### src/shared/output_compare_pkg.sv
// constants and carrier types for the output compare channel
// Overview of operation
// - Mode code 011 selects toggle mode; matches need a non-off mode and a selected timer whose count equals the value.
// - Toggle mode drives the pin low on entry from any mode but set-high or force-low and inverts it on every later primary match.
// - A toggle lands one clock after its match and holds until the next toggle or a change to set-high, force-low or a pulse mode; disable keeps the level.
// - In toggle mode the event flag pulses two clocks after each pin toggle, once per toggle.
// - Reset clears the pin output logic to zero.
// - Switching from set-high or force-low mode into toggle keeps the current pin level.
// - Modes 100 and 101 use the primary match for the rising edge and the secondary for the falling.
// - Single-pulse mode 100 drives the pin low on entry and keeps it low until the primary match.
// - Single-pulse goes high one clock after the primary match, low one clock after the secondary match, then stays low.
// - With the period below the secondary value no falling edge occurs and the pin stays high.
// - Single-pulse sets the event flag two clocks after the trailing edge.
// - Codes 000 disable, 001 start low and set on match, 010 start high and clear on match.
// - The time base select bit chooses which of two timer counts is compared.
package output_compare_pkg;

    localparam int unsigned CNT_W = 16;
    localparam int unsigned MODE_W = 3;

    localparam logic [MODE_W-1:0] MODE_OFF = 3'h0;
    localparam logic [MODE_W-1:0] MODE_SET_HIGH = 3'h1;
    localparam logic [MODE_W-1:0] MODE_FORCE_LOW = 3'h2;
    localparam logic [MODE_W-1:0] MODE_TOGGLE = 3'h3;
    localparam logic [MODE_W-1:0] MODE_SINGLE_PULSE = 3'h4;
    localparam logic [MODE_W-1:0] MODE_CONT_PULSE = 3'h5;

    // event flag delay after a pin edge, in instruction clocks
    localparam int unsigned FLAG_DELAY = 2;

    typedef struct packed {
        logic [MODE_W-1:0] mode_field;
        logic              time_base_select;
    } channel_control_t;

    typedef struct packed {
        logic [CNT_W-1:0] count;
        logic [CNT_W-1:0] period;
    } time_base_t;

    // pulse-mode sequencer
    typedef enum logic [1:0] {
        PS_WAIT_RISE = 2'b00,
        PS_WAIT_FALL = 2'b01,
        PS_DONE      = 2'b11
    } pulse_state_t;

endpackage

### src/output_compare_toggle_and_pulse.sv
// one output compare channel: single, toggle and dual compare modes
`timescale 1ns/100ps
`default_nettype none
module output_compare_toggle_and_pulse (
    input  wire logic                                      ref_clk,
    input  wire logic                                      rstn,
    input  wire output_compare_pkg::channel_control_t      channel_control,
    input  wire logic [output_compare_pkg::CNT_W-1:0]      primary_compare_value,
    input  wire logic [output_compare_pkg::CNT_W-1:0]      secondary_compare_value,
    input  wire output_compare_pkg::time_base_t            time_base_a,
    input  wire output_compare_pkg::time_base_t            time_base_b,
    output logic                                           compare_output_pin,
    output logic                                           channel_event_flag
);

    logic [output_compare_pkg::MODE_W-1:0] mode_r;
    logic [output_compare_pkg::MODE_W-1:0] mode_nxt;
    logic                                  pin_r;
    logic                                  pin_nxt;
    logic [output_compare_pkg::FLAG_DELAY-1:0] evt_r;
    logic [output_compare_pkg::FLAG_DELAY-1:0] evt_nxt;
    output_compare_pkg::pulse_state_t      ps_r;
    output_compare_pkg::pulse_state_t      ps_nxt;
    output_compare_pkg::time_base_t        tb;
    logic                                  match_pri;
    logic                                  match_sec;
    logic                                  edge_evt;
    logic [output_compare_pkg::MODE_W-1:0] new_mode;

    // only the pulse-sequencer reset decodes dual modes here; the case statements decode them directly
    function automatic logic is_dual(input logic [output_compare_pkg::MODE_W-1:0] m);
        return (m == output_compare_pkg::MODE_SINGLE_PULSE) ||
               (m == output_compare_pkg::MODE_CONT_PULSE);
    endfunction

    assign new_mode = channel_control.mode_field;

    always_comb begin
        tb = channel_control.time_base_select ? time_base_b : time_base_a;
        match_pri = (mode_r != output_compare_pkg::MODE_OFF) &&
                    (tb.count == primary_compare_value);
        // a secondary value beyond the period never matches, so the pin stays high
        match_sec = (mode_r != output_compare_pkg::MODE_OFF) &&
                    (tb.count == secondary_compare_value);
    end

    always_comb begin
        mode_nxt = new_mode;
        pin_nxt  = pin_r;
        ps_nxt   = ps_r;
        edge_evt = 1'b0;
        if (new_mode != mode_r) begin
            // entry values take effect on the clock after the write
            ps_nxt = output_compare_pkg::PS_WAIT_RISE;
            unique case (new_mode)
                output_compare_pkg::MODE_SET_HIGH: begin
                    pin_nxt = 1'b0;
                end
                output_compare_pkg::MODE_FORCE_LOW: begin
                    pin_nxt = 1'b1;
                end
                output_compare_pkg::MODE_TOGGLE: begin
                    // from set-high or force-low the level carries over
                    if (mode_r != output_compare_pkg::MODE_SET_HIGH &&
                        mode_r != output_compare_pkg::MODE_FORCE_LOW) begin
                        pin_nxt = 1'b0;
                    end
                end
                output_compare_pkg::MODE_SINGLE_PULSE,
                output_compare_pkg::MODE_CONT_PULSE: begin
                    pin_nxt = 1'b0;
                end
                default: begin
                    // disabled or unsupported pwm codes: pin holds
                    pin_nxt = pin_r;
                end
            endcase
        end else begin
            unique case (mode_r)
                output_compare_pkg::MODE_SET_HIGH: begin
                    if (match_pri && !pin_r) begin
                        pin_nxt  = 1'b1;
                        edge_evt = 1'b1;
                    end
                end
                output_compare_pkg::MODE_FORCE_LOW: begin
                    if (match_pri && pin_r) begin
                        pin_nxt  = 1'b0;
                        edge_evt = 1'b1;
                    end
                end
                output_compare_pkg::MODE_TOGGLE: begin
                    if (match_pri) begin
                        pin_nxt  = ~pin_r;
                        edge_evt = 1'b1;
                    end
                end
                output_compare_pkg::MODE_SINGLE_PULSE,
                output_compare_pkg::MODE_CONT_PULSE: begin
                    unique case (ps_r)
                        output_compare_pkg::PS_WAIT_RISE: begin
                            if (match_pri) begin
                                pin_nxt = 1'b1;
                                ps_nxt  = output_compare_pkg::PS_WAIT_FALL;
                            end
                        end
                        output_compare_pkg::PS_WAIT_FALL: begin
                            if (match_sec) begin
                                pin_nxt  = 1'b0;
                                edge_evt = 1'b1;
                                ps_nxt   = (mode_r == output_compare_pkg::MODE_CONT_PULSE)
                                         ? output_compare_pkg::PS_WAIT_RISE
                                         : output_compare_pkg::PS_DONE;
                            end
                        end
                        output_compare_pkg::PS_DONE: begin
                            pin_nxt = 1'b0;
                        end
                        default: begin
                            ps_nxt = output_compare_pkg::PS_WAIT_RISE;
                        end
                    endcase
                end
                default: begin
                    pin_nxt = pin_r;
                end
            endcase
        end
        if (!is_dual(mode_nxt)) begin
            ps_nxt = output_compare_pkg::PS_WAIT_RISE;
        end
        // flag fires FLAG_DELAY clocks after the pin changes
        evt_nxt = {evt_r[output_compare_pkg::FLAG_DELAY-2:0], edge_evt};
    end

    always_ff @(posedge ref_clk or negedge rstn) begin
        if (!rstn) begin
            mode_r <= output_compare_pkg::MODE_OFF;
            pin_r  <= 1'b0;
            ps_r   <= output_compare_pkg::PS_WAIT_RISE;
            evt_r  <= '0;
            channel_event_flag <= 1'b0;
        end else begin
            mode_r <= mode_nxt;
            pin_r  <= pin_nxt;
            ps_r   <= ps_nxt;
            evt_r  <= evt_nxt;
            channel_event_flag <= evt_r[output_compare_pkg::FLAG_DELAY-1];
        end
    end

    assign compare_output_pin = pin_r;

endmodule
`default_nettype wire

### config.mk
export PLATFORM = sky130hd
export DESIGN_NAME = output_compare_toggle_and_pulse
export DESIGN_NICKNAME = d
export VERILOG_FILES = /design/src/shared/output_compare_pkg.sv /design/src/output_compare_toggle_and_pulse.sv
export SDC_FILE = /design/constraint.sdc
export NUM_CORES = 1
export LEC_CHECK = 0
export BUFFER_PORTS_ARGS = -buffer_cell sky130_fd_sc_hd__buf_2
export CAP_MARGIN = 20
export CORE_AREA = 2 2 58 60
export DETAILED_ROUTE_END_ITERATION = 8
export DIE_AREA = 0 0 60 62
export GPL_ROUTABILITY_DRIVEN = 0
export PLACE_DENSITY = 0.92
export SLEW_MARGIN = 20
export SYNTH_ARGS = -nofsm -noshare
export SYNTH_HDL_FRONTEND = slang
export SYNTH_SLANG_ARGS = --single-unit
### constraint.sdc
create_clock -name ref_clk -period 4.2 [get_ports ref_clk]
set_input_delay 0.21 -clock ref_clk [delete_from_list [all_inputs] [get_ports ref_clk]]
set_output_delay 0.21 -clock ref_clk [all_outputs]
set_load 0.02 [all_outputs]
==> results of run 1 <==
[metrics by stage]
stage	hold WS [ns]	setup slack, ns	instances	utilization, %
final	0.128	1.68	255	53.1
after global routing	0.126	1.46	255	53.1
after CTS	0.126	1.70	255	53.1
after detailed placement	0.0738	1.42	250	52.0
after global placement	0.0646	1.47	250	52.0
after floorplan	-0.0856	2.16	139	-
[per-layer routing]
layer / wire [um] / GRT usage [%] / share of wire [%]
met1: 1230 / 19.5 / 38
met2: 1780 / 36.0 / 54
met3: 247 / 1.04 / 7.5
met4: 16 / 2.86 / 0.49
met5: 0 / 0 / 0
[layout by cell type, fill, tap and decap left out, drive strengths merged, types with 2 or more instances in the layout]
cell / netlist / final
buf: 3 / 71
xnor2: 35 / 35
mux2i: 17 / 17
nor4: 11 / 11
dfrtp: 9 / 9
nor3: 8 / 8
nor2: 6 / 6
nand3: 6 / 6
nand2: 6 / 6
a21oi: 6 / 6
inv: 4 / 4
o21ai: 4 / 4
clkbuf: 3 / 4
nand3b: 2 / 2
a211oi: 2 / 2
o211ai: 2 / 2
[cell families (layout without fill, tap and decap cells)]
family          count (synthesis)  in the layout
buf+inv                        10             80
compound gates                 22             22
simple gates                   45             45
mux                            18             18
xor+xnor                       35             35
flops                           9              9
[report_power, final]
group          switching [mW]  total, mW  internal [mW]
sequential            0.00673     0.0973         0.0905
combinational          0.0805      0.167         0.0860
clock                  0.0320     0.0688         0.0367
[Yosys cell counts (all sizes together)]
| cell type | count | area (um^2) |
|---|---|---|
| a221oi | 1 | 8.76 |
| nand3 | 6 | 30.0 |
| nor2 | 6 | 22.5 |
| nor2b | 1 | 6.26 |
| nand4 | 1 | 6.26 |
| o22ai | 1 | 6.26 |
| a211oi | 2 | 15.0 |
| a21oi | 6 | 30.0 |
| nor3 | 8 | 40.0 |
| xnor2 | 35 | 307 |
| a21boi | 1 | 7.51 |
| a211o | 1 | 8.76 |
| o211ai | 2 | 15.0 |
| or4 | 1 | 7.51 |
| clkbuf | 3 | 11.3 |
| nor4 | 11 | 81.3 |
| dfrtp | 9 | 225 |
| o21ai | 4 | 20.0 |
| o31ai | 1 | 7.51 |
| nand3b | 2 | 15.0 |
| nand2b | 1 | 6.26 |
| mux2i | 17 | 285 |
| mux2 | 1 | 15.0 |
| or3 | 1 | 6.26 |
| o21bai | 1 | 7.51 |
| a31oi | 1 | 6.26 |
| and3 | 1 | 6.26 |
| buf | 3 | 35.0 |
| nand2 | 6 | 22.5 |
| a41o | 1 | 10.0 |
| inv | 4 | 15.0 |
[state kept, by name (all words and copies together) (netlist names)]
register and flops:
mode_r 3, evt_r 2, compare_output_pin 1, ps_r 2, channel_event_flag 1
[worst register-to-register path, cell delays in order (launching register included)]
cell and delay, ns:
dfrtp_1 0.51, inv_1 0.14, nor3_1 0.54, a21oi_1 0.15
o21bai_1 0.16, o31ai_1 0.09, o211ai_1 0.14, mux2_4 0.32
[worst paths after layout]
| kind | cells past startpoint | start | endpoint |
|---|---|---|---|
| worst max-delay path | 8 | channel_control[0] | compare_output_pin$_DFFE_PN0P_ |
| max in group asynchronous | 2 | rstn | mode_r[1]$_DFF_PN0_ |
| worst min-delay path | 1 | channel_control[1] | mode_r[0]$_DFF_PN0_ |
| min in group asynchronous | 2 | rstn | compare_output_pin$_DFFE_PN0P_ |
| worst max register to register | 7 | mode_r[2]$_DFF_PN0_ | compare_output_pin$_DFFE_PN0P_ |
| worst min register to register | 0 | evt_r[1]$_DFF_PN0_ | channel_event_flag$_DFF_PN0_ |
[cell type report]
cell class | instances | share of cell area [%]
multi-input cells | 120 | 59.2
repair buffers | 72 | 21.6
flip-flops and latches | 9 | 13.3
well taps | 46 | 3.41
clock buffers | 4 | 1.56
inverters | 4 | 0.889
[what timing repair did]
| action | in CTS | in global routing |
|---|---|---|
| setup buffers | 0 | 0 |
| resized for setup | 0 | 0 |
| hold endpoints to repair | 9 | 0 |
| hold buffers | 1 | 0 |
==> metrics.csv, run 1 <==
stage,metric,value,unit
floorplanning,core area,3180,um^2
yosys,compound-gate portion of the synthesized area,11.1,%
placement,placement-stage cell area,1650,um^2
final_layout,area occupied by multi-input gates,1000,um^2
final_layout,Seq. cell area,225,um^2
route,Routed Antenna Nets,0,
route,DRC viols,0,
yosys,Synth Area in Adders,0,%
yosys,cells after synthesis,139,
yosys,sequential fraction of the synthesis area,17.5,%
setup_path,Crit Path Category,primary input to flop,
setup_path,Critical Path AT,2.68,ns
clock_network,H-tree depth,1,
power_and_ir_drop,Leak,0.678,nW
run,max-cap viol count,0,
power_and_ir_drop,Max VDD drop,0.0683,mV
yosys,mux contribution to synthesized area,23.3,%
run_status,result of the run,finished clean,
clock_network,clock latency on the worst-skew pair,0.27,ns
clock_network,Clock Tree Buf Depth,2,
setup_path,Slowest Stage Delay on Critical Path,0.59,ns
sta,Final Max Slew Viols,0,
floorplanning,Starting Density,40.5,%
setup_path,worst-path maximum fanout,16,
clock_network,CTS tree,built,
grt,antenna violations before repair,0,
grt,number of global-route vias before repair,1247,
floorplanning,Die Height,62,um
grt,grt total ovfl,0,
yosys,Syn Area/Cell,9.25,um^2
placement,HPWL after detailed placement,2800,um
setup_path,worst path cell trace,buf_2 -> mux2i_1 -> xnor2_1 -> nor4_1 -> nand3_1 -> nor4_2 -> o211ai_1 -> mux2_4,
sta,worst-margin pin slew,0.764,ns
clock_network,clock root buffer,clkbuf_4,
grt,total track usage,17.4,%
sta,achievable frequency,396,MHz
yosys,Syn Std Cell Area,1290,um^2
grt,first-pass GRT wire length,5050,um
setup_path,CP top delay family,multiplexers,
yosys,Synth Area in Simple Gates,19.5,%
setup_path,CP endpoint kind,flop,
floorplanning,Die ar.,3720,um^2
route,Total Wirelength,3280,um
route,Initial DRC Count,70,
route,drt wl/cell,12.8,um
setup_path,Required @ worst endpoint,4.36,ns
placement,IO buf count,71,
power_and_ir_drop,PwrDens,197,nW/um^2
setup_path,CP Launch Type,primary input,
final_layout,final instance area,1690,um^2
setup_path,worst path bufs/invs,1,
sta,Final Hold Viols,0,
final_layout,Inserted Diodes,0,
final_layout,share of cells above drive strength 1,43.1,%
sta,Final period util,60.1,%
route,Avg Vias per Cell,5.23,
final_layout,number of fill cells in the layout,282,
floorplanning,Die X,60,um
sta,minimum clock period after layout,2.52,ns
yosys,Ys Warns,0,
setup_path,R2R setup slack,2.05,ns
sta,Fin Setup TNS,0,ns
sta,RSZ-0062 raised after global routing,false,
floorplanning,number of placed I/O pins,104,
setup_path,slowest CP cell,buf_2,
sta,final setup fails,0,
yosys,post-synthesis register bit count,9,
clock_network,total CTS buffers,3,
route,drt pass-1 iters,4,
clock_network,Worst-path clk slew,0.06,ns
power_and_ir_drop,total chip power,0.333,mW
yosys,synth unique cells,38,
yosys,Syn Nets,241,
sta,final setup skew,0.00510,ns
clock_network,Clock Sink Count,9,
yosys,largest family of logic cells by synthesized area,XOR/XNOR gates,
floorplanning,row count,21,
route,Vias,1334,
sta,Max-slew headroom,49.1,%
final_layout,Nets,312,
grt,largest net degree at the start of global routing,17,
min_path,worst min path class,primary input to flop,
yosys,Synth Area in XOR/XNOR,23.8,%
final_layout,Layout area overhead,31.3,%
Note: power is estimated with default switching activity, not from simulation.
==> inputs of run 2 (changes only) <==
CORE_AREA = 2 2 60 62   (was 2 2 58 60)
DIE_AREA = 0 0 62 64   (was 0 0 60 62)
PLACE_DENSITY = 0.87   (was 0.92)
clock period = 2.5 ns   (was 4.2 ns; I/O delays follow)
==> metrics.csv, run 2 (same netlist as run 1, synthesis figures left out) <==
stage,metric,value,unit,change
setup_path,Required @ worst endpoint,2.64,ns,was 4.36 ns
setup_path,critical path startpoint,channel_control[0],,unchanged
placement,IO buf count,71,,unchanged
grt,number of global-route vias before repair,1227,,was 1247
route,Total Wirelength,3160,um,was 3280 um
grt,grt total ovfl,0,,unchanged
floorplanning,number of placed I/O pins,104,,unchanged
final_layout,"commonest non-fill, non-tap cell in the layout",buf_2,,unchanged
sta,Final Max Slew Viols,0,,unchanged
clock_network,Worst-path clk slew,0.05,ns,was 0.06 ns
setup_path,cell count of the worst reg-to-reg path,7,,unchanged
route,drt pass-1 iters,4,,unchanged
setup_path,worst path cell trace,buf_2 -> buf_4 -> mux2i_1 -> xnor2_1 -> nor4_1 -> nand3_1 -> nor4_2 -> o211ai_1 -> mux2_4,,was buf_2 -> mux2i_1 -> xnor2_1 -> nor4_1 -> nand3_1 -> nor4_2 -> o211ai_1 -> mux2_4
final_layout,Layout area overhead,34.0,%,was 31.3%
run,max-cap viol count,0,,unchanged
route,DRC viols,0,,unchanged
grt,largest net degree at the start of global routing,14,,was 17
sta,minimum clock period after layout,2.08,ns,
sta,Final Hold Viols,0,,unchanged
sta,Fin Setup TNS,0,ns,unchanged
min_path,Worst Hold End,mode_r[0]$_DFF_PN0_,,unchanged
floorplanning,core area,3280,um^2,was 3180 um^2
placement,HPWL after detailed placement,2740,um,was 2800 um
final_layout,Nets,315,,was 312
setup_path,CP top delay family,simple AND/OR/NAND/NOR gates,,was multiplexers
sta,worst-margin pin slew,0.538,ns,was 0.764 ns
sta,final setup fails,0,,unchanged
final_layout,share of cells above drive strength 1,43.9,%,was 43.1%
setup_path,Critical Path AT,2.23,ns,was 2.68 ns
power_and_ir_drop,total chip power,0.557,mW,was 0.333 mW
clock_network,H-tree depth,1,,unchanged
final_layout,max FFs per register,3,,unchanged
final_layout,largest registers,"mode_r (3), evt_r (2), ps_r (2)",,unchanged
clock_network,Clock Sink Count,9,,unchanged
final_layout,Biggest register,mode_r,,unchanged
placement,pre-CTS setup slack,0.155,ns,was 1.42 ns
setup_path,worst path bufs/invs,2,,was 1
sta,final setup skew,0.00301,ns,was 0.00510 ns
min_path,Hold Crit Start,channel_control[1],,unchanged
floorplanning,Die X,62,um,was 60 um
sta,achievable frequency,480,MHz,
sta,Final WS setup,0.416,ns,was 1.68 ns
setup_path,RR Endpoint,compare_output_pin$_DFFE_PN0P_,,unchanged
sta,Final period util,83.4,%,
setup_path,CP endpoint kind,flop,,unchanged
power_and_ir_drop,Max VDD drop,0.128,mV,was 0.0683 mV
grt,total track usage,15.8,%,was 17.4%
route,Initial DRC Count,27,,was 70
setup_path,Worst R2R Start,mode_r[1]$_DFF_PN0_,,was mode_r[2]$_DFF_PN0_
grt,antenna violations before repair,0,,unchanged
route,drt wl/cell,12.3,um,was 12.8 um
setup_path,Crit Path Category,primary input to flop,,unchanged
final_layout,"Core Util, Final",52.5,%,was 53.1%
setup_path,CP Launch Type,primary input,,unchanged
final_layout,"commonest non-fill, non-tap cells in the layout","71 x buf_2, 35 x xnor2_1, 9 x nor4_1, 9 x dfrtp_1",,unchanged
run_status,result of the run,finished clean,,unchanged
min_path,hold depth,1,,unchanged
clock_network,"Setup Fix Bufs, Post-CTS",0,,unchanged
grt,first-pass GRT wire length,4880,um,was 5050 um
route,Vias,1298,,was 1334
route,Avg Vias per Cell,5.03,,was 5.23
floorplanning,Die ar.,3970,um^2,was 3720 um^2
clock_network,clock root buffer,clkbuf_4,,unchanged
min_path,worst min path class,primary input to flop,,unchanged
power_and_ir_drop,PwrDens,323,nW/um^2,was 197 nW/um^2
sta,Max-slew headroom,63.8,%,was 49.1%
clock_network,total CTS buffers,3,,unchanged
setup_path,Slowest Stage Delay on Critical Path,0.33,ns,was 0.59 ns
setup_path,slowest CP cell,mux2i_1,,was buf_2
floorplanning,row count,21,,unchanged
setup_path,worst-path maximum fanout,6,,was 16
floorplanning,Die Height,64,um,was 62 um
final_layout,Inserted Diodes,0,,unchanged
clock_network,CTS tree,built,,unchanged
route,Routed Antenna Nets,0,,unchanged
floorplanning,Starting Density,39.2,%,was 40.5%
power_and_ir_drop,Leak,0.697,nW,was 0.678 nW
final_layout,number of fill cells in the layout,311,,was 282
setup_path,R2R setup slack,0.47,ns,was 2.05 ns
clock_network,Clock Tree Buf Depth,2,,unchanged
sta,RSZ-0062 raised after global routing,false,,unchanged
clock_network,clock latency on the worst-skew pair,0.26,ns,was 0.27 ns
## run 2: cell types whose count changed in the layout (fill, tap and decap cells not counted)
cell / change
buf_4: +2
buf_12: +1
## run 2: worst max path at each step
stage / end / cells past startpoint / slack (ns)
6_report: compare_output_pin$_DFFE_PN0P_ / 9 / 0.42
5_1_grt: compare_output_pin$_DFFE_PN0P_ / 9 / 0.31
4_1_cts: compare_output_pin$_DFFE_PN0P_ / 9 / 0.43
3_5_place_dp: compare_output_pin$_DFFE_PN0P_ / 9 / 0.15
3_3_place_gp: compare_output_pin$_DFFE_PN0P_ / 9 / 0.19
2_1_floorplan: compare_output_pin$_DFFE_PN0P_ / 9 / 0.55
## run 2: power breakdown
part / switching (mW) / total (mW) / internal (mW)
logic: 0.134 / 0.284 / 0.150
registers: 0.0115 / 0.164 / 0.152
clock network: 0.0478 / 0.109 / 0.0613
## run 2: worst reg2reg max path, cell delays in order (launching register included)
cell,delay [ns]
dfrtp_1,0.52
a21boi_1,0.20
o211ai_1,0.09
a221oi_1,0.40
o21bai_1,0.17
o31ai_1,0.09
o211ai_1,0.13
mux2_4,0.32
## run 2: what timing repair did
action | 4_1_cts | 5_1_grt
hold endpoints to repair | 9 | 0
setup endpoints to repair | 0 | 0
gates resized for setup | 0 | 0
hold buffers | 1 | 0
## run 2: cell type report
class | instances | area [um^2] | share of cell area (%)
Clock buffer | 4 | 26.3 | 1.52
Inverter | 4 | 15.0 | 0.871
Multi-Input combinational cell | 120 | 1000 | 58.0
Sequential cell | 9 | 225 | 13.1
Tap cell | 46 | 57.6 | 3.34
Timing Repair Buffer | 75 | 400 | 23.2
## run 2: per-stage QoR
step	cells	hold slack, ns	area (um^2)
2_1_floorplan	139	-0.171	1290
6_report	258	0.0431	1720
5_1_grt	258	0.0290	1720
3_5_place_dp	253	-0.0186	1690
4_1_cts	258	0.0308	1720
3_3_place_gp	253	-0.0220	1690
## run 2: layer usage
layer  vias to the layer above  GRT usage (%)  wire length (um)
met2                        49           29.0              1650
li1                        652              -                 -
met4                         0           1.60                 0
met1                       597           18.4              1310
met5                         -              0                 0
met3                         0           3.85               195
